[src/sbpc_pkg.sv]
// Purpose: Shared constants and types of the standby and block power control.
// Assumes: Byte-wide special function register bus with 20-bit addresses.
// Notes: All addresses, bit positions, key nibbles and reset values live here.
package sbpc_pkg;

  // ---------------------------------------------------------------------------
  // Register addresses
  // ---------------------------------------------------------------------------
  localparam int ADDR_W = 20;
  localparam logic [19:0] ADDR_STOP_UNLOCK_KEY = 20'h0f008;
  localparam logic [19:0] ADDR_STANDBY_MODE_CONTROL = 20'h0f009;
  localparam logic [19:0] ADDR_POWER_GATE_TIMERS = 20'h0f028;
  localparam logic [19:0] ADDR_POWER_GATE_TICK_PWM = 20'h0f029;
  localparam logic [19:0] ADDR_POWER_GATE_SERIAL = 20'h0f02a;
  localparam logic [19:0] ADDR_POWER_GATE_MELODY = 20'h0f02b;

  // ---------------------------------------------------------------------------
  // Field layout and values
  // ---------------------------------------------------------------------------
  localparam int HALT_REQUEST_BIT = 0;
  localparam int STOP_REQUEST_BIT = 1;
  localparam logic [3:0] KEY_FIRST_NIBBLE = 4'h5;
  localparam logic [3:0] KEY_SECOND_NIBBLE = 4'ha;
  localparam logic [7:0] GATE_RESET_VALUE = 8'h00;
  localparam logic [7:0] READ_AS_ZERO = 8'h00;
  localparam logic [7:0] PERIPH_INIT_VALUE = 8'h00;

  localparam int TIMER_ZERO_OFF = 0;
  localparam int TICK_TIMER_OFF = 4;
  localparam int MODULATOR_ZERO_OFF = 0;
  localparam int TWO_WIRE_OFF = 7;
  localparam int ASYNC_SERIAL_OFF = 2;
  localparam int SYNC_SERIAL_OFF = 0;
  localparam int TONE_UNIT_OFF = 0;

  // ---------------------------------------------------------------------------
  // Peripheral numbering and widths
  // ---------------------------------------------------------------------------
  localparam int PER_TIMER0 = 0;
  localparam int PER_TICK = 4;
  localparam int PER_MOD0 = 5;
  localparam int PER_TWO_WIRE = 8;
  localparam int PER_ASYNC = 9;
  localparam int PER_SYNC = 10;
  localparam int PER_TONE = 11;
  localparam int PER_N = 12;
  localparam int IRQ_W = 32;
  localparam int P0_W = 8;
  localparam int SYNC_W = 3;
  localparam int CNT_W = 16;
  localparam int SETTLE_PULSES_DEFAULT = 8192;

  typedef enum logic [1:0] {
    ST_RUN = 2'b00,
    ST_HALT = 2'b01,
    ST_STOP = 2'b10,
    ST_WAKE = 2'b11
  } sbpc_state_t;

endpackage : sbpc_pkg

[src/sbpc_key_if.sv]
// Purpose: Carries key writes and the armed flag between the mode logic and the acceptor.
// Assumes: All signals belong to the system clock domain.
// Notes: Consume is a one-cycle pulse on STOP entry.
`timescale 1ns/10ps
interface sbpc_key_if;
  logic wr;
  logic [7:0] data;
  logic pending;
  logic consume;
  logic armed;
  modport acceptor(input wr, input data, input pending, input consume, output armed);
  modport ctrl(output wr, output data, output pending, output consume, input armed);
endinterface : sbpc_key_if

[src/sbpc_unlock.sv]
// Purpose: Two-write stop unlock acceptor.
// Assumes: Writes arrive as one-cycle strobes on the system clock.
// Notes: Only writes to the key register advance or break the sequence; STOP entry clears it and the armed flag.
`timescale 1ns/10ps
module sbpc_unlock
  import sbpc_pkg::*;
(
  // Clock and reset
  input wire logic clk_sys_i,
  input wire logic rst_n_i,
  input wire logic ce_i,
  // Key traffic
  sbpc_key_if.acceptor key
);

  typedef struct packed {
    logic first;
    logic armed;
  } sbpc_key_state_t;

  sbpc_key_state_t r;
  sbpc_key_state_t next_r;

  always_comb begin
    next_r = r;
    if (ce_i) begin
      if (key.consume) begin
        next_r.armed = 1'b0;
        next_r.first = 1'b0;
      end else if (key.wr) begin
        if (key.data[7:4] == KEY_FIRST_NIBBLE) begin
          next_r.first = 1'b1;
        end else if (r.first && key.data[7:4] == KEY_SECOND_NIBBLE) begin
          next_r.first = 1'b0;
          next_r.armed = r.armed | ~key.pending;
        end else begin
          next_r.first = 1'b0;
        end
      end
    end
  end

  always_ff @(posedge clk_sys_i or negedge rst_n_i) begin
    if (!rst_n_i) begin
      r <= '0;
    end else begin
      r <= next_r;
    end
  end

  assign key.armed = r.armed;
endmodule : sbpc_unlock

[src/sbpc_gate.sv]
// Purpose: Power gate for one peripheral: reset, clock stop and register isolation.
// Assumes: The peripheral presents one register read path and one write strobe.
// Notes: Purely combinational; the disable bit comes from a registered control.
`timescale 1ns/10ps
module sbpc_gate
  import sbpc_pkg::*;
#(
  parameter logic [7:0] INIT = PERIPH_INIT_VALUE
) (
  // Control
  input wire logic off_i,
  input wire logic hold_i,
  // Peripheral register path
  input wire logic per_wr_i,
  input wire logic [7:0] per_rdata_i,
  output logic per_wr_o,
  output logic [7:0] per_rdata_o,
  // Peripheral reset and clock
  output logic per_rst_o,
  output logic per_clk_en_o
);

  assign per_rst_o = off_i;
  assign per_clk_en_o = ~off_i & ~hold_i;
  assign per_wr_o = per_wr_i & ~off_i;
  assign per_rdata_o = off_i ? INIT : per_rdata_i;

endmodule : sbpc_gate

[src/sbpc_ctrl.sv]
// Purpose: Standby mode control, stop unlock and peripheral power gating.
// Assumes: The CPU core issues one-cycle byte read and write strobes on the system clock.
// Notes: The low-speed clock and its oscillator-ready flag arrive from outside and are synchronised.
`timescale 1ns/10ps
module sbpc_ctrl
  import sbpc_pkg::*;
#(
  parameter int SETTLE_PULSES = SETTLE_PULSES_DEFAULT
) (
  // Clock, reset and enable
  input wire logic clk_sys_i,
  input wire logic rst_n_i,
  input wire logic ce_i,
  // Special function register bus
  input wire logic [ADDR_W-1:0] sfr_addr_i,
  input wire logic sfr_wr_i,
  input wire logic sfr_rd_i,
  input wire logic [7:0] sfr_wdata_i,
  output logic [7:0] sfr_rdata_o,
  output logic sfr_sel_o,
  // Interrupt status
  input wire logic [IRQ_W-1:0] int_enable_i,
  input wire logic [IRQ_W-1:0] int_request_i,
  input wire logic [P0_W-1:0] p0_enable_i,
  input wire logic [P0_W-1:0] p0_request_i,
  input wire logic nmi_req_i,
  input wire logic wdt_req_i,
  input wire logic master_interrupt_enable_i,
  // Low-speed oscillator
  input wire logic low_speed_clock_i,
  input wire logic ls_osc_ready_i,
  // Mode outputs
  output logic cpu_stop_o,
  output logic osc_stop_o,
  output logic halt_mode_o,
  output logic stop_mode_o,
  output logic irq_take_o,
  // Peripheral gating
  input wire logic [PER_N-1:0] per_wr_i,
  input wire logic [PER_N-1:0][7:0] per_rdata_i,
  output logic [PER_N-1:0] per_wr_o,
  output logic [PER_N-1:0][7:0] per_rdata_o,
  output logic [PER_N-1:0] per_rst_o,
  output logic [PER_N-1:0] per_clk_en_o
);

  typedef struct packed {
    sbpc_state_t state;
    logic halt_bit;
    logic stop_bit;
    logic [7:0] gate_timers;
    logic [7:0] gate_tick_pwm;
    logic [7:0] gate_serial;
    logic [7:0] gate_melody;
    logic [7:0] rdata;
    logic [SYNC_W-1:0] ls_sync;
    logic ls_level;
    logic [SYNC_W-1:0] osc_sync;
    logic osc_level;
    logic [CNT_W-1:0] cnt;
    logic svc;
    logic irq_take;
  } sbpc_ctrl_state_t;

  localparam logic [CNT_W-1:0] SETTLE_LAST = CNT_W'(SETTLE_PULSES - 1);

  sbpc_ctrl_state_t r;
  sbpc_ctrl_state_t next_r;
  sbpc_key_if key();
  logic pending;
  logic p0_wake;
  logic mode_wr;
  logic stop_go;
  logic ls_rise;
  logic [PER_N-1:0] per_off;
  logic per_hold;

  // ---------------------------------------------------------------------------
  // Stop unlock acceptor
  // ---------------------------------------------------------------------------
  assign pending = |(int_enable_i & int_request_i);
  assign p0_wake = |(p0_enable_i & p0_request_i);
  assign mode_wr = sfr_wr_i && sfr_addr_i == ADDR_STANDBY_MODE_CONTROL;
  assign key.wr = sfr_wr_i && sfr_addr_i == ADDR_STOP_UNLOCK_KEY;
  assign key.data = sfr_wdata_i;
  assign key.pending = pending;
  assign key.consume = stop_go;

  sbpc_unlock u_unlock (
    .clk_sys_i(clk_sys_i),
    .rst_n_i(rst_n_i),
    .ce_i(ce_i),
    .key(key.acceptor)
  );

  // ---------------------------------------------------------------------------
  // Register access and mode sequencing
  // ---------------------------------------------------------------------------
  always_comb begin
    next_r = r;
    stop_go = 1'b0;
    ls_rise = 1'b0;
    if (ce_i) begin
      // The interrupt pulse lasts one enabled cycle; a frozen cycle holds it.
      next_r.irq_take = 1'b0;
      // Low-speed clock and ready flag only count once the last two stages agree.
      next_r.ls_sync = {r.ls_sync[SYNC_W-2:0], low_speed_clock_i};
      next_r.osc_sync = {r.osc_sync[SYNC_W-2:0], ls_osc_ready_i};
      if (r.ls_sync[1] == r.ls_sync[2]) begin
        next_r.ls_level = r.ls_sync[2];
        ls_rise = r.ls_sync[2] & ~r.ls_level;
      end
      if (r.osc_sync[1] == r.osc_sync[2]) begin
        next_r.osc_level = r.osc_sync[2];
      end

      if (sfr_wr_i) begin
        if (sfr_addr_i == ADDR_POWER_GATE_TIMERS) begin
          next_r.gate_timers = sfr_wdata_i;
        end else if (sfr_addr_i == ADDR_POWER_GATE_TICK_PWM) begin
          next_r.gate_tick_pwm = sfr_wdata_i;
        end else if (sfr_addr_i == ADDR_POWER_GATE_SERIAL) begin
          next_r.gate_serial = sfr_wdata_i;
        end else if (sfr_addr_i == ADDR_POWER_GATE_MELODY) begin
          next_r.gate_melody = sfr_wdata_i;
        end
      end

      if (sfr_rd_i) begin
        if (sfr_addr_i == ADDR_STOP_UNLOCK_KEY) begin
          next_r.rdata = READ_AS_ZERO;
        end else if (sfr_addr_i == ADDR_POWER_GATE_TIMERS) begin
          next_r.rdata = r.gate_timers;
        end else if (sfr_addr_i == ADDR_POWER_GATE_TICK_PWM) begin
          next_r.rdata = r.gate_tick_pwm;
        end else if (sfr_addr_i == ADDR_POWER_GATE_SERIAL) begin
          next_r.rdata = r.gate_serial;
        end else if (sfr_addr_i == ADDR_POWER_GATE_MELODY) begin
          next_r.rdata = r.gate_melody;
        end else begin
          next_r.rdata = READ_AS_ZERO;
        end
      end

      case (r.state)
        ST_RUN: begin
          if (mode_wr && !pending) begin
            case ({sfr_wdata_i[STOP_REQUEST_BIT], sfr_wdata_i[HALT_REQUEST_BIT]})
              2'b01: begin
                next_r.state = ST_HALT;
                next_r.halt_bit = 1'b1;
              end
              2'b10: begin
                if (key.armed) begin
                  stop_go = 1'b1;
                  next_r.state = ST_STOP;
                  next_r.stop_bit = 1'b1;
                end
              end
              default: begin
                next_r.state = ST_RUN;
              end
            endcase
          end
        end
        ST_HALT: begin
          if (nmi_req_i || wdt_req_i || pending) begin
            next_r.state = ST_RUN;
            next_r.halt_bit = 1'b0;
            next_r.irq_take = nmi_req_i | wdt_req_i | master_interrupt_enable_i;
          end
        end
        ST_STOP: begin
          if (nmi_req_i || p0_wake) begin
            next_r.state = ST_WAKE;
            next_r.stop_bit = 1'b0;
            next_r.cnt = '0;
            next_r.svc = nmi_req_i | master_interrupt_enable_i;
          end
        end
        ST_WAKE: begin
          if (r.osc_level && ls_rise) begin
            if (r.cnt == SETTLE_LAST) begin
              next_r.state = ST_RUN;
              next_r.irq_take = r.svc;
            end else begin
              next_r.cnt = r.cnt + CNT_W'(1);
            end
          end
        end
        default: begin
          next_r.state = ST_RUN;
        end
      endcase
    end
  end

  always_ff @(posedge clk_sys_i or negedge rst_n_i) begin
    if (!rst_n_i) begin
      r <= '0;
    end else begin
      r <= next_r;
    end
  end

  // ---------------------------------------------------------------------------
  // Outputs and peripheral gates
  // ---------------------------------------------------------------------------
  assign sfr_rdata_o = r.rdata;
  assign sfr_sel_o = sfr_addr_i == ADDR_STOP_UNLOCK_KEY || sfr_addr_i == ADDR_STANDBY_MODE_CONTROL
    || sfr_addr_i == ADDR_POWER_GATE_TIMERS || sfr_addr_i == ADDR_POWER_GATE_TICK_PWM
    || sfr_addr_i == ADDR_POWER_GATE_SERIAL || sfr_addr_i == ADDR_POWER_GATE_MELODY;
  assign cpu_stop_o = r.state != ST_RUN;
  assign osc_stop_o = r.state == ST_STOP;
  assign halt_mode_o = r.halt_bit;
  assign stop_mode_o = r.stop_bit;
  assign irq_take_o = r.irq_take;
  assign per_hold = r.state == ST_STOP || r.state == ST_WAKE;

  assign per_off[PER_TIMER0 +: 4] = r.gate_timers[TIMER_ZERO_OFF +: 4];
  assign per_off[PER_TICK] = r.gate_tick_pwm[TICK_TIMER_OFF];
  assign per_off[PER_MOD0 +: 3] = r.gate_tick_pwm[MODULATOR_ZERO_OFF +: 3];
  assign per_off[PER_TWO_WIRE] = r.gate_serial[TWO_WIRE_OFF];
  assign per_off[PER_ASYNC] = r.gate_serial[ASYNC_SERIAL_OFF];
  assign per_off[PER_SYNC] = r.gate_serial[SYNC_SERIAL_OFF];
  assign per_off[PER_TONE] = r.gate_melody[TONE_UNIT_OFF];

  for (genvar g = 0; g < PER_N; g++) begin : g_gate
    sbpc_gate #(
      .INIT(PERIPH_INIT_VALUE)
    ) u_gate (
      .off_i(per_off[g]),
      .hold_i(per_hold),
      .per_wr_i(per_wr_i[g]),
      .per_rdata_i(per_rdata_i[g]),
      .per_wr_o(per_wr_o[g]),
      .per_rdata_o(per_rdata_o[g]),
      .per_rst_o(per_rst_o[g]),
      .per_clk_en_o(per_clk_en_o[g])
    );

  end
endmodule : sbpc_ctrl

[config.mk]
export PLATFORM = sky130hd
export DESIGN_NAME = sbpc_ctrl
export DESIGN_NICKNAME = d
export VERILOG_FILES = /design/src/sbpc_pkg.sv /design/src/sbpc_key_if.sv /design/src/sbpc_unlock.sv /design/src/sbpc_gate.sv /design/src/sbpc_ctrl.sv
export SDC_FILE = /design/constraint.sdc
export NUM_CORES = 1
export LEC_CHECK = 0
export BUFFER_PORTS_ARGS = -buffer_cell sky130_fd_sc_hd__buf_2
export CAP_MARGIN = 20
export CELL_PAD_IN_SITES_DETAIL_PLACEMENT = 0
export CELL_PAD_IN_SITES_GLOBAL_PLACEMENT = 1
export CORE_MARGIN = 10
export CORE_UTILIZATION = 28
export DETAILED_ROUTE_END_ITERATION = 10
export HOLD_SLACK_MARGIN = 0.08
export PLACE_DENSITY_LB_ADDON = 0.1
export SYNTH_ARGS = -nofsm -noshare
export SYNTH_HDL_FRONTEND = slang
export SYNTH_SLANG_ARGS = --single-unit
[constraint.sdc]
create_clock -name clk_sys_i -period 2.9 [get_ports clk_sys_i]
set_input_delay 0.145 -clock clk_sys_i [delete_from_list [all_inputs] [get_ports clk_sys_i]]
set_output_delay 0.145 -clock clk_sys_i [all_outputs]
set_load 0.01 [all_outputs]
==> flow_summary.json <==
{
  "status": "finished clean",
  "path_cells": "nand4_1, or2_2, o41ai_4, a21o_2, o21ai_0, a21oi_1",
  "ys_ff_latch": 72,
  "synth_area_sq_um": 4890,
  "die_w_um": 152,
  "fin_cells": 1070,
  "worstSetupPathType": "reg -> reg",
  "crit_slowest_cell": "a21o_2",
  "max-cap-violations": 0,
  "cts_htree_levels": 3,
  "synth_common_cells": "nor2b_1 (108), dfrtp_1 (72), buf_4 (45)",
  "wl_um": 20100,
  "yosys_warnings": 0,
  "drv_slew": 0,
  "crit_fanout": 28,
  "cp_num_buf_inv": 0,
  "period_share_pct": 78.8,
  "place_inst": 1052,
  "drcViolationCount": 0,
  "hold_viol_final": 0,
  "synth.yosys.seq_area_share_pct": 36.8,
  "fin_setup_tns_ns": 0,
  "crit_path_start_kind": "flop",
  "dieArea_sq_um": 23200,
  "cts_resized": 0,
  "grt_first_pass_wirelength_um": 30900,
  "wl_per_cell_um": 18.8,
  "root_buffer": "clkbuf_16",
  "synth.top_cells.by_area": "dfrtp_1 (37%), nor2b_1 (14%), mux2_2 (7.1%)",
  "place_congestion": 0.858,
  "hp-class": "in -> reg",
  "grtUsageTotal_pct": 16.4,
  "min_from": "master_interrupt_enable_i",
  "r2r_slack_ns": 0.62,
  "synthCells": 522,
  "vias": 4967,
  "syn_avg_cell_area_sq_um": 9.38,
  "synth_cell_types": 53,
  "max_stage_delay_ns": 0.46,
  "yosysMostFrequentCell": "nor2b_1",
  "drt_first_iter_violations": 220,
  "port_buffers": 371,
  "end_kind": "flop",
  "finalWorstPathRequiredPeriod_ns": 2.28,
  "ant_nets": 0,
  "ff2ff_path_depth": 6,
  "grt_max_degree": 73,
  "row_count": 48,
  "async_reset_ff_share_pct": 100,
  "numCtsBuffers": 9,
  "fp.dieH_um": 152,
  "synth_area_leader_cell": "dfrtp_1",
  "fin_skew_ns": 0.00309,
  "min_to": "r[1]",
  "drt_first_pass_iters": 4,
  "dpl.hpwl_um": 16800,
  "ir_drop_v": 0.000264,
  "insertion_delay_ns": 0.33,
  "fill_cells": 1776,
  "power_density_nw_per_um2": 403,
  "synth-edff-count": 0,
  "synth_nets": 749,
  "nets": 1068,
  "core_region_area_sq_um": 17200,
  "clkTransAtPathRegs_ns": 0.05,
  "maxSlewHeadroom_pct": 36.2,
  "hold_depth": 3,
  "grt_pass1_vias": 5389,
  "cp.required_ns": 3.15,
  "drive_gt1_share_pct": 53.6,
  "num_antenna_cells": 0,
  "rsz0062_at_grt": "false",
  "worst_pin_slew_ns": 0.957,
  "clock-sinks": 72,
  "initial_core_util_pct": 28.4,
  "clockBufferDepth": 2,
  "ios": 372,
  "antenna_found_initial": 0,
  "cp.arrival_ns": 2.54,
  "synthFlopType": "dfrtp_1",
  "leakagePower_nw": 3.65,
  "synth_top_cell_area_share_pct": 36.8,
  "crit_start": "r[8]",
  "final-setup-viol-count": 0,
  "area_growth_pct": 42.6,
  "avgViaCountPerCell": 4.64,
  "fmax_ghz": 0.438,
  "grt.overflow.total": 0,
  "reg2reg_from": "r[8]",
  "cts_tree": "built",
  "cpLargestDelayFamily": "compound AO/OA/AOI/OAI gates",
  "r2r-end": "r[7]"
}
==> cells by family (layout without fill, tap and decap cells) <==
family | count (synthesis) | in the layout | synth area share (%)
simple gates | 230 | 230 | 28.0
buf+inv | 86 | 409 | 10.2
mux | 47 | 47 | 13.0
fa+ha+maj | 1 | 1 | 0.256
compound gates | 86 | 86 | 11.7
flops | 72 | 72 | 36.8
==> worst reg2reg max path: cells and delay by family, from the launching register on <==
family,cells,cell delay [ns]
AO/OA/AOI/OAI,4,1.21
AND/OR/NAND/NOR,2,0.59
flip-flops,1,0.42
==> placed cells by master (no fill, tap or decap), types with 2 or more instances in the layout <==
master and instances:
nand2b_1 3, mux4_2 7, nand2_1 30, or4_1 8
buf_4 6, o31ai_1 9, nor2b_1 108, o21ai_0 13
clkbuf_16 9, nor4b_1 2, a21o_1 2, dlygate4sd3_1 3
or3_1 10, nand3b_1 4, mux2_4 8, nand3_1 6
or2_2 6, inv_1 15, nand4_1 9, nor3_1 7
nor2_1 25, bufinv_16 2, nor3b_1 2, a21oi_1 21
o21ai_1 8, buf_2 370, mux2_2 31, nor4_4 2
o21a_1 2, dfrtp_1 72, a22oi_1 19
==> power breakdown <==
group          total [W]  internal (W)  switching, W
Combinational   0.000531      0.000274      0.000257
Sequential       0.00109       0.00105     0.0000395
Clock            0.00119      0.000771      0.000418
==> how the worst max path moves through the flow <==
stage | endpoint | cells past startpoint
final | r[7] | 6
after global routing | r[7] | 6
after CTS | r[7] | 6
after detailed placement | per_off[1] | 6
after global placement | per_off[0] | 6
after floorplan | per_off[0] | 6
==> stage by stage <==
step	worst slack, ns	util (%)	total power [W]	area (sq um)	hold slack (ns)
final	0.615	40.5	0.00281	6980	0.103
after global routing	0.412	40.5	0.00296	6980	0.109
after CTS	0.597	40.5	0.00285	6980	0.0930
after detailed placement	0.291	38.5	0.00165	6630	0.359
after global placement	0.325	38.5	0.00163	6630	0.352
after floorplan	0.779	-	0.00135	4890	-0.151
==> what timing repair did <==
| item | 4_1_cts | 5_1_grt |
|---|---|---|
| endpoints found under the hold margin | 74 | 0 |
| hold buffers | 3 | 0 |
| buffers inserted | 0 | 0 |
==> per-layer routing <==
layer / global-route usage (%) / up-vias / wire (um)
li1: - / 2410 / -
met1: 17.1 / 2320 / 7460
met2: 31.0 / 222 / 10800
met3: 5.36 / 15 / 1590
met4: 3.85 / 0 / 247
met5: 0 / - / 0
==> final cells by class <==
| type | instances | area [sq um] | share of cell area, % |
|---|---|---|---|
| clock inverter | 5 | 81.3 | 1.17 |
| tap | 225 | 282 | 4.03 |
| clock buffer | 10 | 239 | 3.42 |
| timing repair buffer | 379 | 1930 | 27.6 |
| inverter | 15 | 56.3 | 0.807 |
| sequential | 72 | 1800 | 25.8 |
| multi-input combinational | 364 | 2590 | 37.1 |
==> flip-flops by register name, summed over array words and instances (netlist names) <==
signal,count
halt_mode_o,1
u_unlock.key.armed,1
sfr_rdata_o,8
irq_take_o,1
per_off,12
u_unlock.r,1
stop_mode_o,1
r,47
Note: power is estimated with default switching activity, not from simulation.
